==> src/opstate_consts.svh <==
// Timing, register map and field constants for the operating-state controller.
`ifndef OPSTATE_CONSTS_SVH
`define OPSTATE_CONSTS_SVH

`define CLK_FREQ_HZ        200000000
`define START_TIME_MS      1000
`define START_CYCLES       ((`CLK_FREQ_HZ / 1000) * `START_TIME_MS)
`define FLASH_HALF_MS      250
`define FLASH_HALF_CYCLES  ((`CLK_FREQ_HZ / 1000) * `FLASH_HALF_MS)

`define ADDR_CTRL          12'h000
`define ADDR_STATUS        12'h004
`define ADDR_CAUSE         12'h008
`define ADDR_ID            12'h00c

`define CTRL_VARIANT_BIT   0
`define CTRL_HANDLER_BIT   1
`define CTRL_RESTART_BIT   2
`define CTRL_RESET_VAL     32'h0000_0000

`define STATUS_ERR_BIT     8

// Arbitrary identification value.
`define ID_VALUE           32'h0a5c_0001

`endif

==> src/opstate_pkg.sv <==
// Types shared by the operating-state controller files.
package opstate_pkg;

	// One-hot operating states.
	typedef enum logic [5:0] {
		ST_START    = 6'h01,
		ST_RUN      = 6'h02,
		ST_CONDITIONAL_RUN = 6'h04,
		ST_STOP     = 6'h08,
		ST_HALT     = 6'h10,
		ST_RESET    = 6'h20
	} op_state_t;

	// Transition causes gathered from the CPU and the programming port.
	typedef struct packed {
		logic supply_low;
		logic fw_fail;
		logic halt_instr;
		logic prog_error;
		logic hw_fault;
		logic no_program;
		logic no_comm_module;
		logic pgm_unit_mode;
		logic stop_cmd;
		logic run_until_set;
		logic run_until_met;
	} op_cause_t;

	// Three indicator drives.
	typedef struct packed {
		logic run;
		logic third;
		logic error;
	} led_out_t;

endpackage : opstate_pkg

==> src/flash_timer.sv <==
// Free-running half-period timer producing the shared flashing phase.
`timescale 1ns/1ps
`include "opstate_consts.svh"

module flash_timer #(
	parameter int HALF_CYCLES = `FLASH_HALF_CYCLES
) (
	input  wire logic clk_sys,
	input  wire logic sys_rst,
	output logic      phase
);

	logic [31:0] cnt_q;
	logic        phase_q;
	wire         wrap = (cnt_q == 32'(HALF_CYCLES - 1));

	// One counter gives every flashing indicator the same phase.
	always_ff @(posedge clk_sys or posedge sys_rst) begin
		if (sys_rst) begin
			cnt_q   <= 32'h0;
			phase_q <= 1'b0;
		end else begin
			cnt_q   <= wrap ? 32'h0 : cnt_q + 32'h1;
			phase_q <= wrap ? ~phase_q : phase_q;
		end
	end

	assign phase = phase_q;

endmodule // flash_timer

==> src/opstate_ctrl.sv <==
// Operating-state sequencer, indicator drive and APB register slave.
//
// Contract
// - Exactly one of six states held.
// - Start lasts about one second of self-test.
// - Start ends normally into run.
// - Programming-unit mode at start end gives stop.
// - Pending run-until gives conditional run, met gives stop.
// - Stop command from programming device enters stop.
// - Halt on instruction, error, fault, no program, module.
// - Reset on low supply or firmware failure.
// - Run indicator per state pattern.
// - Halt indicator per state pattern, halt variant.
// - Error indicator flash, lit, or error presence.
// - Error lit only without exception handler block.
// - Other variant third indicator shows supply good.
//
// The address map and the APB slave port were left to the implementer.
`timescale 1ns/1ps
`include "opstate_consts.svh"

module opstate_ctrl #(
	parameter int START_CYCLES = `START_CYCLES,
	parameter int FLASH_CYCLES = `FLASH_HALF_CYCLES
) (
	input  wire logic                   clk_sys,
	input  wire logic                   sys_rst,
	input  wire opstate_pkg::op_cause_t cause,
	input  wire logic                   error_event,
	input  wire logic                   supply_ok,
	input  wire logic                   psel,
	input  wire logic                   penable,
	input  wire logic                   pwrite,
	input  wire logic [11:0]            paddr,
	input  wire logic [31:0]            pwdata,
	output logic      [31:0]            prdata,
	output logic                        pready,
	output logic                        pslverr,
	output opstate_pkg::led_out_t       leds,
	output opstate_pkg::op_state_t      state
);

	////////////////////////////////////////////////////////////////////////////
	// Register bus.

	logic [31:0]            ctrl_q;
	logic                   err_q;
	logic [31:0]            start_cnt_q;
	opstate_pkg::op_state_t state_q;
	opstate_pkg::op_state_t state_d;
	logic                   phase;

	wire wr_en     = psel & penable & pwrite;
	wire hit_ctrl  = (paddr == `ADDR_CTRL);
	wire hit_stat  = (paddr == `ADDR_STATUS);
	wire hit_cause = (paddr == `ADDR_CAUSE);
	wire hit_id    = (paddr == `ADDR_ID);
	wire mapped    = hit_ctrl | hit_stat | hit_cause | hit_id;
	wire clr_err   = wr_en & hit_stat & pwdata[`STATUS_ERR_BIT];
	wire restart   = wr_en & hit_ctrl & pwdata[`CTRL_RESTART_BIT];
	wire halt_var  = ctrl_q[`CTRL_VARIANT_BIT];
	wire handler   = ctrl_q[`CTRL_HANDLER_BIT];

	// Zero-wait slave; unmapped addresses answer with an error.
	assign pready  = 1'b1;
	assign pslverr = psel & penable & ~mapped;

	// Control register; the restart bit is self-clearing and never stored.
	always_ff @(posedge clk_sys or posedge sys_rst) begin
		if (sys_rst) begin
			ctrl_q <= `CTRL_RESET_VAL;
		end else if (wr_en & hit_ctrl) begin
			ctrl_q <= {29'h0, 1'b0, pwdata[`CTRL_HANDLER_BIT], pwdata[`CTRL_VARIANT_BIT]};
		end
	end

	// Read words of each register; an unmapped address selects none and reads zero.
	wire [31:0] rd_ctrl   = ctrl_q;
	wire [31:0] rd_status = {23'h0, err_q, 2'h0, state_q};
	wire [31:0] rd_cause  = {21'h0, cause};
	wire [31:0] rd_id     = `ID_VALUE;
	wire [31:0] rd_word   = ({32{hit_ctrl}}  & rd_ctrl)
	                      | ({32{hit_stat}}  & rd_status)
	                      | ({32{hit_cause}} & rd_cause)
	                      | ({32{hit_id}}    & rd_id);
	wire        rd_setup  = psel & ~penable & ~pwrite;

	// Read data is registered so the data output comes from flip-flops.
	always_ff @(posedge clk_sys or posedge sys_rst) begin
		if (sys_rst) begin
			prdata <= 32'h0;
		end else if (rd_setup) begin
			prdata <= rd_word;
		end
	end

	////////////////////////////////////////////////////////////////////////////
	// Error latch.

	// Without the handler bit a new error wins over a software clear in the same cycle; with it set, both clear.
	always_ff @(posedge clk_sys or posedge sys_rst) begin
		if (sys_rst) begin
			err_q <= 1'b0;
		end else if (error_event & ~handler) begin
			err_q <= 1'b1;
		end else if (clr_err | (error_event & handler)) begin
			err_q <= 1'b0;
		end
	end

	////////////////////////////////////////////////////////////////////////////
	// State sequencer.

	wire to_reset = cause.supply_low | cause.fw_fail;
	wire to_halt  = cause.halt_instr | cause.prog_error | cause.hw_fault
	              | cause.no_program | cause.no_comm_module;
	wire start_done = (start_cnt_q == 32'(START_CYCLES - 1));

	// Self-test timer runs only in start and restarts on every entry.
	always_ff @(posedge clk_sys or posedge sys_rst) begin
		if (sys_rst) begin
			start_cnt_q <= 32'h0;
		end else if (state_q != opstate_pkg::ST_START || restart) begin
			start_cnt_q <= 32'h0;
		end else if (!start_done) begin
			start_cnt_q <= start_cnt_q + 32'h1;
		end
	end

	// Next state with reset over halt over stop over run causes.
	always_comb begin
		state_d = state_q;
		if (to_reset) begin
			state_d = opstate_pkg::ST_RESET;
		end else if (restart) begin
			state_d = opstate_pkg::ST_START;
		end else if (to_halt) begin
			state_d = opstate_pkg::ST_HALT;
		end else begin
			unique case (state_q)
				opstate_pkg::ST_START: begin
					if (start_done) begin
						state_d = cause.pgm_unit_mode ? opstate_pkg::ST_STOP
						                              : opstate_pkg::ST_RUN;
					end
				end
				opstate_pkg::ST_RUN: begin
					if (cause.stop_cmd) begin
						state_d = opstate_pkg::ST_STOP;
					end else if (cause.run_until_set & ~cause.run_until_met) begin
						state_d = opstate_pkg::ST_CONDITIONAL_RUN;
					end
				end
				opstate_pkg::ST_CONDITIONAL_RUN: begin
					if (cause.stop_cmd | cause.run_until_met) begin
						state_d = opstate_pkg::ST_STOP;
					end else if (!cause.run_until_set) begin
						state_d = opstate_pkg::ST_RUN;
					end
				end
				opstate_pkg::ST_STOP: begin
					state_d = opstate_pkg::ST_STOP;
				end
				opstate_pkg::ST_HALT: begin
					state_d = opstate_pkg::ST_HALT;
				end
				opstate_pkg::ST_RESET: begin
					state_d = opstate_pkg::ST_START;
				end
				default: begin
					state_d = opstate_pkg::ST_RESET;
				end
			endcase
		end
	end

	// Power-up enters start; one code is always held.
	always_ff @(posedge clk_sys or posedge sys_rst) begin
		if (sys_rst) begin
			state_q <= opstate_pkg::ST_START;
		end else begin
			state_q <= state_d;
		end
	end

	assign state = state_q;

	////////////////////////////////////////////////////////////////////////////
	// Indicators.

	flash_timer #(
		.HALF_CYCLES (FLASH_CYCLES)
	) u_flash (
		.clk_sys (clk_sys),
		.sys_rst (sys_rst),
		.phase   (phase)
	);

	wire in_start = (state_q == opstate_pkg::ST_START);
	wire in_cond  = (state_q == opstate_pkg::ST_CONDITIONAL_RUN);
	wire in_run   = (state_q == opstate_pkg::ST_RUN);
	wire in_halt  = (state_q == opstate_pkg::ST_HALT);
	wire in_reset = (state_q == opstate_pkg::ST_RESET);

	wire run_d    = in_run | in_reset | ((in_start | in_cond) & phase);
	wire halt_d   = in_halt | in_reset | (in_start & phase);
	wire third_d  = halt_var ? halt_d : supply_ok;
	wire error_d  = in_reset | (in_start ? phase : err_q);

	// Indicator outputs are registered.
	always_ff @(posedge clk_sys or posedge sys_rst) begin
		if (sys_rst) begin
			leds <= '0;
		end else begin
			leds <= '{run: run_d, third: third_d, error: error_d};
		end
	end

endmodule // opstate_ctrl

==> config.mk <==
export PLATFORM = sky130hd
export DESIGN_NAME = opstate_ctrl
export DESIGN_NICKNAME = d
export VERILOG_FILES = /design/src/opstate_pkg.sv /design/src/flash_timer.sv /design/src/opstate_ctrl.sv
export VERILOG_INCLUDE_DIRS = /design/src
export SDC_FILE = /design/constraint.sdc
export NUM_CORES = 1
export LEC_CHECK = 0
export ABC_AREA = 1
export BUFFER_PORTS_ARGS = -buffer_cell sky130_fd_sc_hd__buf_4
export CORE_ASPECT_RATIO = 1.25
export CORE_UTILIZATION = 58
export DETAILED_ROUTE_END_ITERATION = 10
export PLACE_DENSITY_LB_ADDON = 0.25
export SETUP_SLACK_MARGIN = 0.2
export SYNTH_ARGS = -nofsm -noshare
export SYNTH_HDL_FRONTEND = slang
export SYNTH_SLANG_ARGS = --single-unit
==> constraint.sdc <==
create_clock -name clk_sys -period 6.05 [get_ports clk_sys]
set_clock_uncertainty 0.15 [all_clocks]
set_input_delay 0.3025 -clock clk_sys [delete_from_list [all_inputs] [get_ports clk_sys]]
set_output_delay 0.3025 -clock clk_sys [all_outputs]
set_load 0.1 [all_outputs]
==> run_results.csv, run 1 <==
group,metric,value,unit
yosys,yosysSeqAreaShare,41.3,%
detailed_routing,via_per_inst,5.49,
yosys,ys_seq_elements,89,
cells_and_area,layout_common_cells,"122 x nand2_1, 110 x inv_1, 101 x nor2_1, 88 x dfrtp_1, 61 x buf_4",
grt,grt_overflow,0,
cts,cts_sinks,89,
timing,rsz0062_at_grt,"no",
timing,worst_slew_pin_slew,0.706,ns
place,port_buffers,60,
timing,holdWs,0.0374,ns
detailed_routing,vias,4998,
setup_path,slowest_stage,"nor2_1",
cts,cts.htree.levels,3,
place,gp_congestion,0.979,
yosys,synth_top_family_by_area,"simple AND/OR/NAND/NOR gates",
power_and_ir_drop,peakVddDrop,0.132,mV
yosys,yosys.area.top_type_share,40.8,%
run,cap_violations,0,
timing,finalHoldViolCount,0,
cells_and_area,register_area,0.00223,mm2
yosys,netlist_instances,722,
setup_path,cp_cell_sequence,"buf_4 -> nor2_1 -> nand2_1 -> nor2_1 -> nand4_2 -> nand2_2 -> inv_2 -> nand2_1 -> nand4_1 -> nand2_1 -> nor2_1",
detailed_routing,firstDrtPassIters,5,
cts,cts_made_buffers,9,
cells_and_area,drive_gt1_share,14.5,%
setup_path,cp-start-kind,"input pin",
cts,cts_tree,"done",
die,rows,39,
setup_path,critical_path_class,"in2reg",
grt,first_global_vias,4786,
grt,grt_max_degree,52,
cells_and_area,filler_cell_count,796,
timing,worst_slack,3.58,ns
die,dieArea,0.00971,mm2
cells_and_area,fin_cells,910,
setup_path,r2r_end,"start_cnt_q[28]",
cts,postCtsHoldBufs,1,
timing,slew_headroom,52.9,%
timing,finalSetupViolations,0,
setup_path,critPathCapture,"start_cnt_q[24]",
timing,setup_tns,0,ns
die,start_util,59.5,%
yosys,muxShareOfSynthArea,0.208,%
cells_and_area,num_antenna_cells,0,
setup_path,crit_arrival,2.55,ns
yosys,synth-edff-count,0,
yosys,async_flop_share,100,%
cts,post_cts_buffers,0,
power_and_ir_drop,power_density,232,mW/mm2
yosys,synth.distinct_cells,45,
setup_path,timing.rr.start,"state[2]",
timing,min_period,2.47,ns
yosys,synthXorXnorAreaFrac,4.38,%
detailed_routing,ant_nets,0,
grt,grt_pass1_wl,21700,um
cts,cts_root_buffer,"clkbuf_16",
status,status,"complete, no violations",
die,coreArea,0.00908,mm2
detailed_routing,wirelength,13700,um
grt,antenna_found_initial,0,
die,ios,105,
place,hpwl,10500,um
setup_path,r2r_slack,3.78,ns
yosys,synthFlopType,"dfrtp_1",
place,dp_cells,893,
yosys,synth_area_leaders,"dfrtp_1 41%, nand2_1 8.5%, inv_1 7.7%",
setup_path,cpPeakStageDelay,0.50,ns
setup_path,cp.required,6.13,ns
die,dieHeight,110,um
detailed_routing,wire_per_inst,15.1,um
timing,max_freq,0.405,GHz
detailed_routing,drt-initial-drc-count,332,
cts,clk_latency,0.35,ns
yosys,synth_top_area_cell,"dfrtp_1",
setup_path,end_kind,"flip-flop",
cells_and_area,syn_to_final_growth,14.7,%
setup_path,r2r_cells,11,
yosys,yosys_warnings,0,
cells_and_area,multiInputGateArea,0.00260,mm2
yosys,avgSynthCellArea,7.48,um2
cells_and_area,final_util,68.2,%
timing,fin_crit_sh,40.8,%
cts,post_cts_resized,0,
yosys,yosys.area_share.simple,32.8,%
yosys,syn_area,0.00540,mm2
setup_path,cp_max_fo,19,
cells_and_area,mostFrequentLayoutCell,"nand2_1",
die,die_w,88.3,um
cells_and_area,nets,846,
cts,clock_path_buffers,2,
cts,path_clk_slew,0.06,ns
grt,grt.total_usage,29.8,%
setup_path,crit_start,"paddr[11]",
power_and_ir_drop,leakage,2.86,nW
worst_hold_path,holdCritPathClass,"in2reg",
place,dp_slack,3.20,ns
timing,maxSlewViolCount,0,
yosys,synth_compound_area_share,9.17,%
yosys,synth_fa_ha_area_share,0.463,%
detailed_routing,drcViolationCount,0,
## cells in the mapped netlist (all sizes together), types with 3 or more instances
master and count:
nand2 128, dfrtp 88, o221ai 4, xnor2 6
o21ai 31, o211ai 3, nand3 41, a21oi 26
xor2 21, inv 116, o21a 4, nor3 41
nor4 16, nand4 31, a31oi 7, o22ai 3
nor2 113, buf 25
## kinds of logic after synthesis
logic type,count (synthesis)
AOI/OAI and AO/OA,85
xor gates and xnor gates,27
adders and majority gates,2
buffers and inverters,143
DFF,89
muxes,1
other,2
and+or+nand+nor,373
## cell type report
| cell class | instances | area share [%] |
|---|---|---|
| well taps | 123 | 2.48 |
| inverters | 116 | 7.05 |
| flip-flops and latches | 89 | 36.0 |
| multi-input cells | 504 | 42.0 |
| clock buffers | 12 | 4.14 |
| clock inverters | 4 | 0.828 |
| repair buffers | 62 | 7.56 |
## sequential cells by signal, summed over array words and instances, names as in the netlist
| signal | flops |
|---|---|
| err_q | 1 |
| u_flash.phase | 1 |
| prdata | 12 |
| leds | 3 |
| ctrl_q | 2 |
| state | 6 |
| start_cnt_q | 32 |
| u_flash.cnt_q | 32 |
## worst max-delay path, delay by kind of cell
| kind | cells | cell delay [ns] |
|---|---|---|
| buf+inv | 2 | 0.35 |
| simple gates | 9 | 1.89 |
## through the flow
stage          total power, mW  area (um2)
4_1_cts                   1.44        6190
6_report                  1.43        6190
3_5_place_dp             0.873        5880
2_1_floorplan            0.833        5450
5_1_grt                   1.48        6190
3_3_place_gp             0.871        5880
## worst min-delay path by stage
stage / start / to / slack [ns] / depth (start not counted)
2_1_floorplan: error_event / err_q / 0.26 / 1
3_3_place_gp: sys_rst / u_flash.cnt_q[24] / 0.27 / 2
3_5_place_dp: sys_rst / u_flash.cnt_q[24] / 0.28 / 2
4_1_cts: pwdata[1] / ctrl_q[1] / 0.04 / 3
5_1_grt: pwdata[1] / ctrl_q[1] / 0.04 / 3
6_report: pwdata[1] / ctrl_q[1] / 0.04 / 3
## metal layers
metal / GRT usage [%] / vias up / routed length [um]
met2: 52.0 / 147 / 7030
met1: 34.5 / 2352 / 5570
met4: 15.6 / 0 / 556
met3: 5.26 / 40 / 557
met5: 0 / - / 0
li1: - / 2459 / -
## power by group
part           internal [mW]  switching (mW)  leakage [nW]
logic                 0.0446           0.203          1.52
clock network          0.343           0.230         0.149
registers              0.606         0.00818          1.19
No activity file was read; power rests on OpenSTA's default activity.
==> run 2, diff against run 1 <==
Settings changed: CORE_UTILIZATION 58 to 56.
Clock period 6.05 ns to 2.4 ns, I/O delays scaled along.
==> run_results.csv, run 2 (synthesis results as in run 1) <==
group,metric,value,unit
setup_path,cp_max_fo,7,
timing,maxSlewViolCount,0,
detailed_routing,via_per_inst,5.62,
worst_hold_path,holdCritPathClass,"in2reg",
cts,clock_path_buffers,2,
cells_and_area,layout_common_cells,"122 x nand2_1, 110 x inv_1, 100 x nor2_1, 87 x dfrtp_1, 64 x buf_4",
detailed_routing,firstDrtPassIters,5,
cells_and_area,num_antenna_cells,0,
timing,worst_slew_pin_slew,0.557,ns
cells_and_area,syn_to_final_growth,18.1,%
timing,setup_tns,0,ns
die,die_w,89.8,um
power_and_ir_drop,power.internal,2.39,mW
die,start_util,58.3,%
cts,cts.htree.levels,3,
setup_path,end_kind,"flip-flop",
worst_hold_path,hold_path_depth,3,
setup_path,critical_path_class,"reg2reg",
grt,first_global_vias,5124,
place,dp_cells,897,
timing,finalSetupViolations,0,
timing,slew_headroom,62.8,%
die,dieArea,0.0100,mm2
place,port_buffers,60,
grt,grt_overflow,0,
power_and_ir_drop,p_sw,1.13,mW
detailed_routing,ant_nets,0,
power_and_ir_drop,power_frac_comb,18.7,%
place,placed_cell_area,0.00592,mm2
grt,grt_max_degree,77,
timing,rsz0062_at_grt,"yes",
worst_hold_path,min_from,"cause[0]",
setup_path,cp.required,2.47,ns
status,status,"complete, no violations",
setup_path,timing.rr.start,"u_flash.cnt_q[0]",
setup_path,cp-start-kind,"flip-flop",
grt,antenna_found_initial,0,
grt,grt_pass1_wl,23700,um
timing,fin_crit_sh,88.7,%
timing,max_freq,0.470,GHz
timing,min_period,2.13,ns
detailed_routing,drcViolationCount,0,
detailed_routing,wirelength,14600,um
die,ios,105,
timing,finalHoldViolCount,0,
cells_and_area,drive_gt1_share,14.9,%
cells_and_area,mostFrequentLayoutCell,"nand2_1",
setup_path,crit_arrival,2.20,ns
cts,cts_made_buffers,9,
setup_path,r2r_cells,8,
place,hpwl,10600,um
cts,cts_root_buffer,"clkbuf_16",
die,dieHeight,112,um
cells_and_area,nets,866,
power_and_ir_drop,clockPowerShare,37.4,%
power_and_ir_drop,pwr-share-seq,43.9,%
place,gp_congestion,0.952,
place,dp_slack,0.331,ns
cts,clk_latency,0.34,ns
worst_hold_path,hold_end,"state[1]",
detailed_routing,drt-initial-drc-count,384,
die,rows,39,
detailed_routing,vias,5230,
cells_and_area,reg.largest.list,"start_cnt_q: 32 flops, u_flash.cnt_q: 32 flops, prdata: 12 flops",
cells_and_area,final_util,68.8,%
grt,grt.total_usage,29.9,%
cells_and_area,fin_area,0.00638,mm2
die,coreArea,0.00927,mm2
power_and_ir_drop,power_density,552,mW/mm2
power_and_ir_drop,sw_frac_of_total,32.0,%
cts,cts_sinks,89,
setup_path,r2r_end,"u_flash.cnt_q[23]",
power_and_ir_drop,peakVddDrop,0.400,mV
cts,cts_tree,"done",
setup_path,r2r_slack,0.27,ns
power_and_ir_drop,leakage,2.94,nW
cells_and_area,fin_cells,930,
run,cap_violations,0,
detailed_routing,wire_per_inst,15.7,um
cts,path_clk_slew,0.06,ns
timing,worst_slack,0.271,ns
## run 2: power by group through the flow
stage | clock (mW) | combinational (mW) | sequential (mW)
after floorplan | 0 | 0.330 | 1.77
after global placement | 0 | 0.625 | 1.57
after detailed placement | 0 | 0.629 | 1.57
after CTS | 1.34 | 0.655 | 1.55
after global routing | 1.39 | 0.681 | 1.55
final | 1.32 | 0.658 | 1.55
## run 2: layer usage
| metal | up-vias | wire (um) | track usage [%] |
|---|---|---|---|
| met5 | - | 0 | 0 |
| met3 | 55 | 789 | 5.33 |
| met2 | 204 | 7490 | 53.1 |
| met1 | 2468 | 5560 | 33.5 |
| met4 | 0 | 745 | 17.6 |
| li1 | 2503 | - | - |
## run 2: final cells by class
| class | count | area, um2 |
|---|---|---|
| Tap cell | 123 | 154 |
| Clock inverter | 4 | 30.0 |
| Fill cell | 770 | 2890 |
| Inverter | 116 | 440 |
| Sequential cell | 89 | 2230 |
| Multi-Input combinational cell | 504 | 2610 |
| Timing Repair Buffer | 82 | 671 |
| Clock buffer | 12 | 246 |
## run 2: per-stage QoR
step | power [mW] | hold WS (ns)
3_5_place_dp | 2.20 | -0.0326
3_3_place_gp | 2.20 | -0.0347
6_report | 3.52 | 0.0230
5_1_grt | 3.62 | 0.0494
2_1_floorplan | 2.10 | 0.0773
4_1_cts | 3.54 | 0.00279
## run 2: worst max path at each step
stage	slack, ns	endpoint	depth (start not counted)	start
3_3_place_gp	0.33	start_cnt_q[29]	7	start_cnt_q[12]
3_5_place_dp	0.33	u_flash.cnt_q[23]	8	u_flash.cnt_q[0]
4_1_cts	0.32	u_flash.cnt_q[23]	8	u_flash.cnt_q[0]
6_report	0.27	u_flash.cnt_q[23]	8	u_flash.cnt_q[0]
5_1_grt	0.17	u_flash.cnt_q[28]	12	u_flash.cnt_q[0]
2_1_floorplan	0.22	pslverr	5	paddr[11]
## run 2: worst max-delay path: stages (launching register included)
cell and delay [ns]:
dfrtp_1 0.37, ha_1 0.19, nand3_1 0.14, inv_2 0.10, nand2_1 0.07, nor2_1 0.28
nand4_1 0.43, o21ai_0 0.22, a21oi_1 0.06
## run 2: repair_timing
item,CTS,global route
endpoints found under the setup margin,0,7
hold buffers,17,0
setup buffers,0,0
gates resized for setup,0,4
endpoints found under the hold margin,26,0
==> run 3, diff against run 2 <==
Settings changed: ABC_AREA 1 to unset, CORE_UTILIZATION 56 to 55, PLACE_DENSITY set to 0.81, PLACE_DENSITY_LB_ADDON 0.25 to unset, TNS_END_PERCENT set to 20.
==> run_results.csv, run 3 <==
group,metric,value,unit
die,die_w,85.5,um
cells_and_area,final_util,70.1,%
cts,cts_tree,"done",
yosys,yosys.area.top_type_share,45.9,%
place,port_buffers,60,
worst_hold_path,hold_path_depth,4,
worst_hold_path,hold_end,"state[1]",
yosys,yosys_warnings,0,
cells_and_area,mostFrequentLayoutCell,"dfrtp_1",
yosys,syn_area,0.00480,mm2
setup_path,r2r_end,"start_cnt_q[0]",
cells_and_area,drive_gt1_share,19.7,%
setup_path,end_kind,"flip-flop",
detailed_routing,wirelength,11300,um
setup_path,cp-start-kind,"flip-flop",
cells_and_area,num_antenna_cells,0,
status,status,"complete, no violations",
yosys,synth-edff-count,0,
timing,min_period,2.11,ns
cts,path_clk_slew,0.08,ns
detailed_routing,ant_nets,0,
setup_path,cp.required,2.48,ns
die,coreArea,0.00833,mm2
detailed_routing,firstDrtPassIters,5,
timing,maxSlewViolCount,0,
grt,grt_overflow,0,
yosys,synthFlopType,"dfrtp_1",
detailed_routing,drt-initial-drc-count,253,
timing,finalSetupViolations,0,
power_and_ir_drop,finalPower,3.31,mW
detailed_routing,vias,4174,
worst_hold_path,holdCritPathClass,"in2reg",
grt,grt_max_degree,34,
place,gp_congestion,0.844,
cts,clock_path_buffers,2,
yosys,synth_area_leaders,"dfrtp_1 46%, xor2_1 5.8%, nor2_1 5.4%",
place,hpwl,7830,um
cells_and_area,nets,662,
grt,met2_usage,46.7,%
setup_path,cp_cell_sequence,"ha_4 -> nand2_2 -> or3_4 -> nor3_2 -> buf_4 -> xor2_1 -> nor2_1",
cts,cts_sinks,89,
die,dieArea,0.00910,mm2
grt,grt_pass1_wl,18800,um
timing,setup_tns,0,ns
cells_and_area,fin_area,0.00584,mm2
grt,grt.busiest_layer,"met2",
setup_path,crit_arrival,2.20,ns
yosys,synth.distinct_cells,59,
detailed_routing,wire_per_inst,16.1,um
cells_and_area,filler_cell_count,638,
place,placed_cell_area,0.00535,mm2
cells_and_area,reg.largest.list,"start_cnt_q: 32 flops, u_flash.cnt_q: 32 flops, prdata: 12 flops",
power_and_ir_drop,power_density,567,mW/mm2
timing,slew_headroom,55.1,%
cells_and_area,register_area,0.00223,mm2
setup_path,slowest_stage,"dfrtp_1",
yosys,yosysSeqAreaShare,46.5,%
grt,grt_use_met1,30.3,%
die,start_util,57.6,%
grt,grt.total_usage,26.3,%
timing,fin_crit_sh,88.0,%
die,dieHeight,106,um
detailed_routing,drcViolationCount,0,
yosys,synth_top_area_cell,"dfrtp_1",
grt,use_met3,4.58,%
setup_path,timing.rr.start,"start_cnt_q[0]",
yosys,avgSynthCellArea,9.42,um2
timing,max_freq,0.473,GHz
timing,rsz0062_at_grt,"yes",
cells_and_area,multiInputGateArea,0.00238,mm2
power_and_ir_drop,leakage,2.57,nW
setup_path,r2r_cells,7,
setup_path,r2r_slack,0.29,ns
run,cap_violations,0,
yosys,ys_seq_elements,89,
grt,antenna_found_initial,0,
cells_and_area,layout_common_cells,"88 x dfrtp_1, 79 x buf_4, 69 x nor2_1, 41 x nand2_1, 40 x nand3_1",
grt,first_global_vias,4127,
setup_path,cp_max_fo,10,
yosys,netlist_instances,509,
detailed_routing,via_per_inst,5.96,
cts,cts_made_buffers,9,
cts,cts.htree.levels,3,
yosys,synthTopCellsByCount,"88 x dfrtp_1, 69 x nor2_1, 41 x nand2_1, 40 x nand3_1, 32 x xor2_1",
cells_and_area,syn_to_final_growth,21.8,%
cts,clk_latency,0.36,ns
die,ios,105,
yosys,synth.most_common_cell,"dfrtp_1",
die,rows,37,
setup_path,critical_path_class,"reg2reg",
power_and_ir_drop,peakVddDrop,0.294,mV
setup_path,cpPeakStageDelay,0.42,ns
cts,cts_root_buffer,"clkbuf_8",
timing,worst_slew_pin_slew,0.664,ns
timing,finalHoldViolCount,0,
timing,holdWs,0.0979,ns
yosys,async_flop_share,100,%
worst_hold_path,min_from,"cause[0]",
==> run 3: cell types whose count changed in the layout (fill, tap and decap cells not counted), sizes merged, moves of 10 or more <==
cell / change
buf: +15
inv: -102
nor2: -44
nand4: -13
nor3: -24
xor2: +11
or3: +10
nand2: -86
xnor2: +11
==> run 3: metrics by stage <==
stage	setup slack, ns	instances
detailed placement	0.252	663
global route	0.144	700
CTS	0.236	698
finish	0.287	700
floorplan	0.0445	523
global placement	0.318	663
==> run 3: timing repair <==
| action | in CTS | in global routing |
|---|---|---|
| hold buffers | 19 | 0 |
| endpoints found under the hold margin | 44 | 0 |
| setup buffers | 0 | 2 |
| resized for setup | 0 | 6 |
| setup endpoints to repair | 0 | 19 |
==> run 3: layout make-up <==
cell class,count,area share [%]
Multi-Input combinational cell,386,40.7
Tap cell,97,2.08
Clock inverter,5,2.19
Sequential cell,89,38.2
Clock buffer,11,2.25
Timing Repair Buffer,99,13.8
Inverter,13,0.900
==> run 3: how the worst max path moves through the flow <==
stage	from	slack, ns	end
final	start_cnt_q[0]	0.29	start_cnt_q[0]
after CTS	start_cnt_q[0]	0.24	start_cnt_q[0]
after global routing	paddr[1]	0.14	prdata[9]
after detailed placement	start_cnt_q[0]	0.25	start_cnt_q[0]
after floorplan	state[5]	0.04	state[2]
after global placement	start_cnt_q[0]	0.32	start_cnt_q[1]
==> run 3: critical path: cells and delay by family (launching register included) <==
| kind | cells | cell delay (ns) |
|---|---|---|
| adders and majority gates | 1 | 0.18 |
| and+or+nand+nor | 4 | 0.83 |
| buffers and inverters | 1 | 0.21 |
| xor gates and xnor gates | 1 | 0.21 |
| DFF | 1 | 0.42 |
==> run 3: kinds of logic (layout without fill, tap and decap cells) <==
family / Yosys count / count (layout) / synth area share (%)
DFF: 89 / 89 / 46.5
other: 2 / 16 / 0.157
xor gates and xnor gates: 49 / 49 / 8.95
and+or+nand+nor: 246 / 246 / 28.1
muxes: 5 / 5 / 1.12
AOI/OAI and AO/OA: 68 / 68 / 8.92
adders and majority gates: 2 / 2 / 0.522
buffers and inverters: 48 / 128 / 5.74
==> run 3: power breakdown <==
part	switching [mW]	total, mW	internal [mW]
sequential	0.0143	1.53	1.52
combinational	0.349	0.454	0.105
clock	0.527	1.33	0.798
total	0.891	3.31	2.42
==> run 3: per-layer routing <==
metal | up-vias | wire length, um
li1 | 1957 | -
met1 | 2038 | 4540
met2 | 153 | 5890
met3 | 26 | 547
met4 | 0 | 328
met5 | - | 0
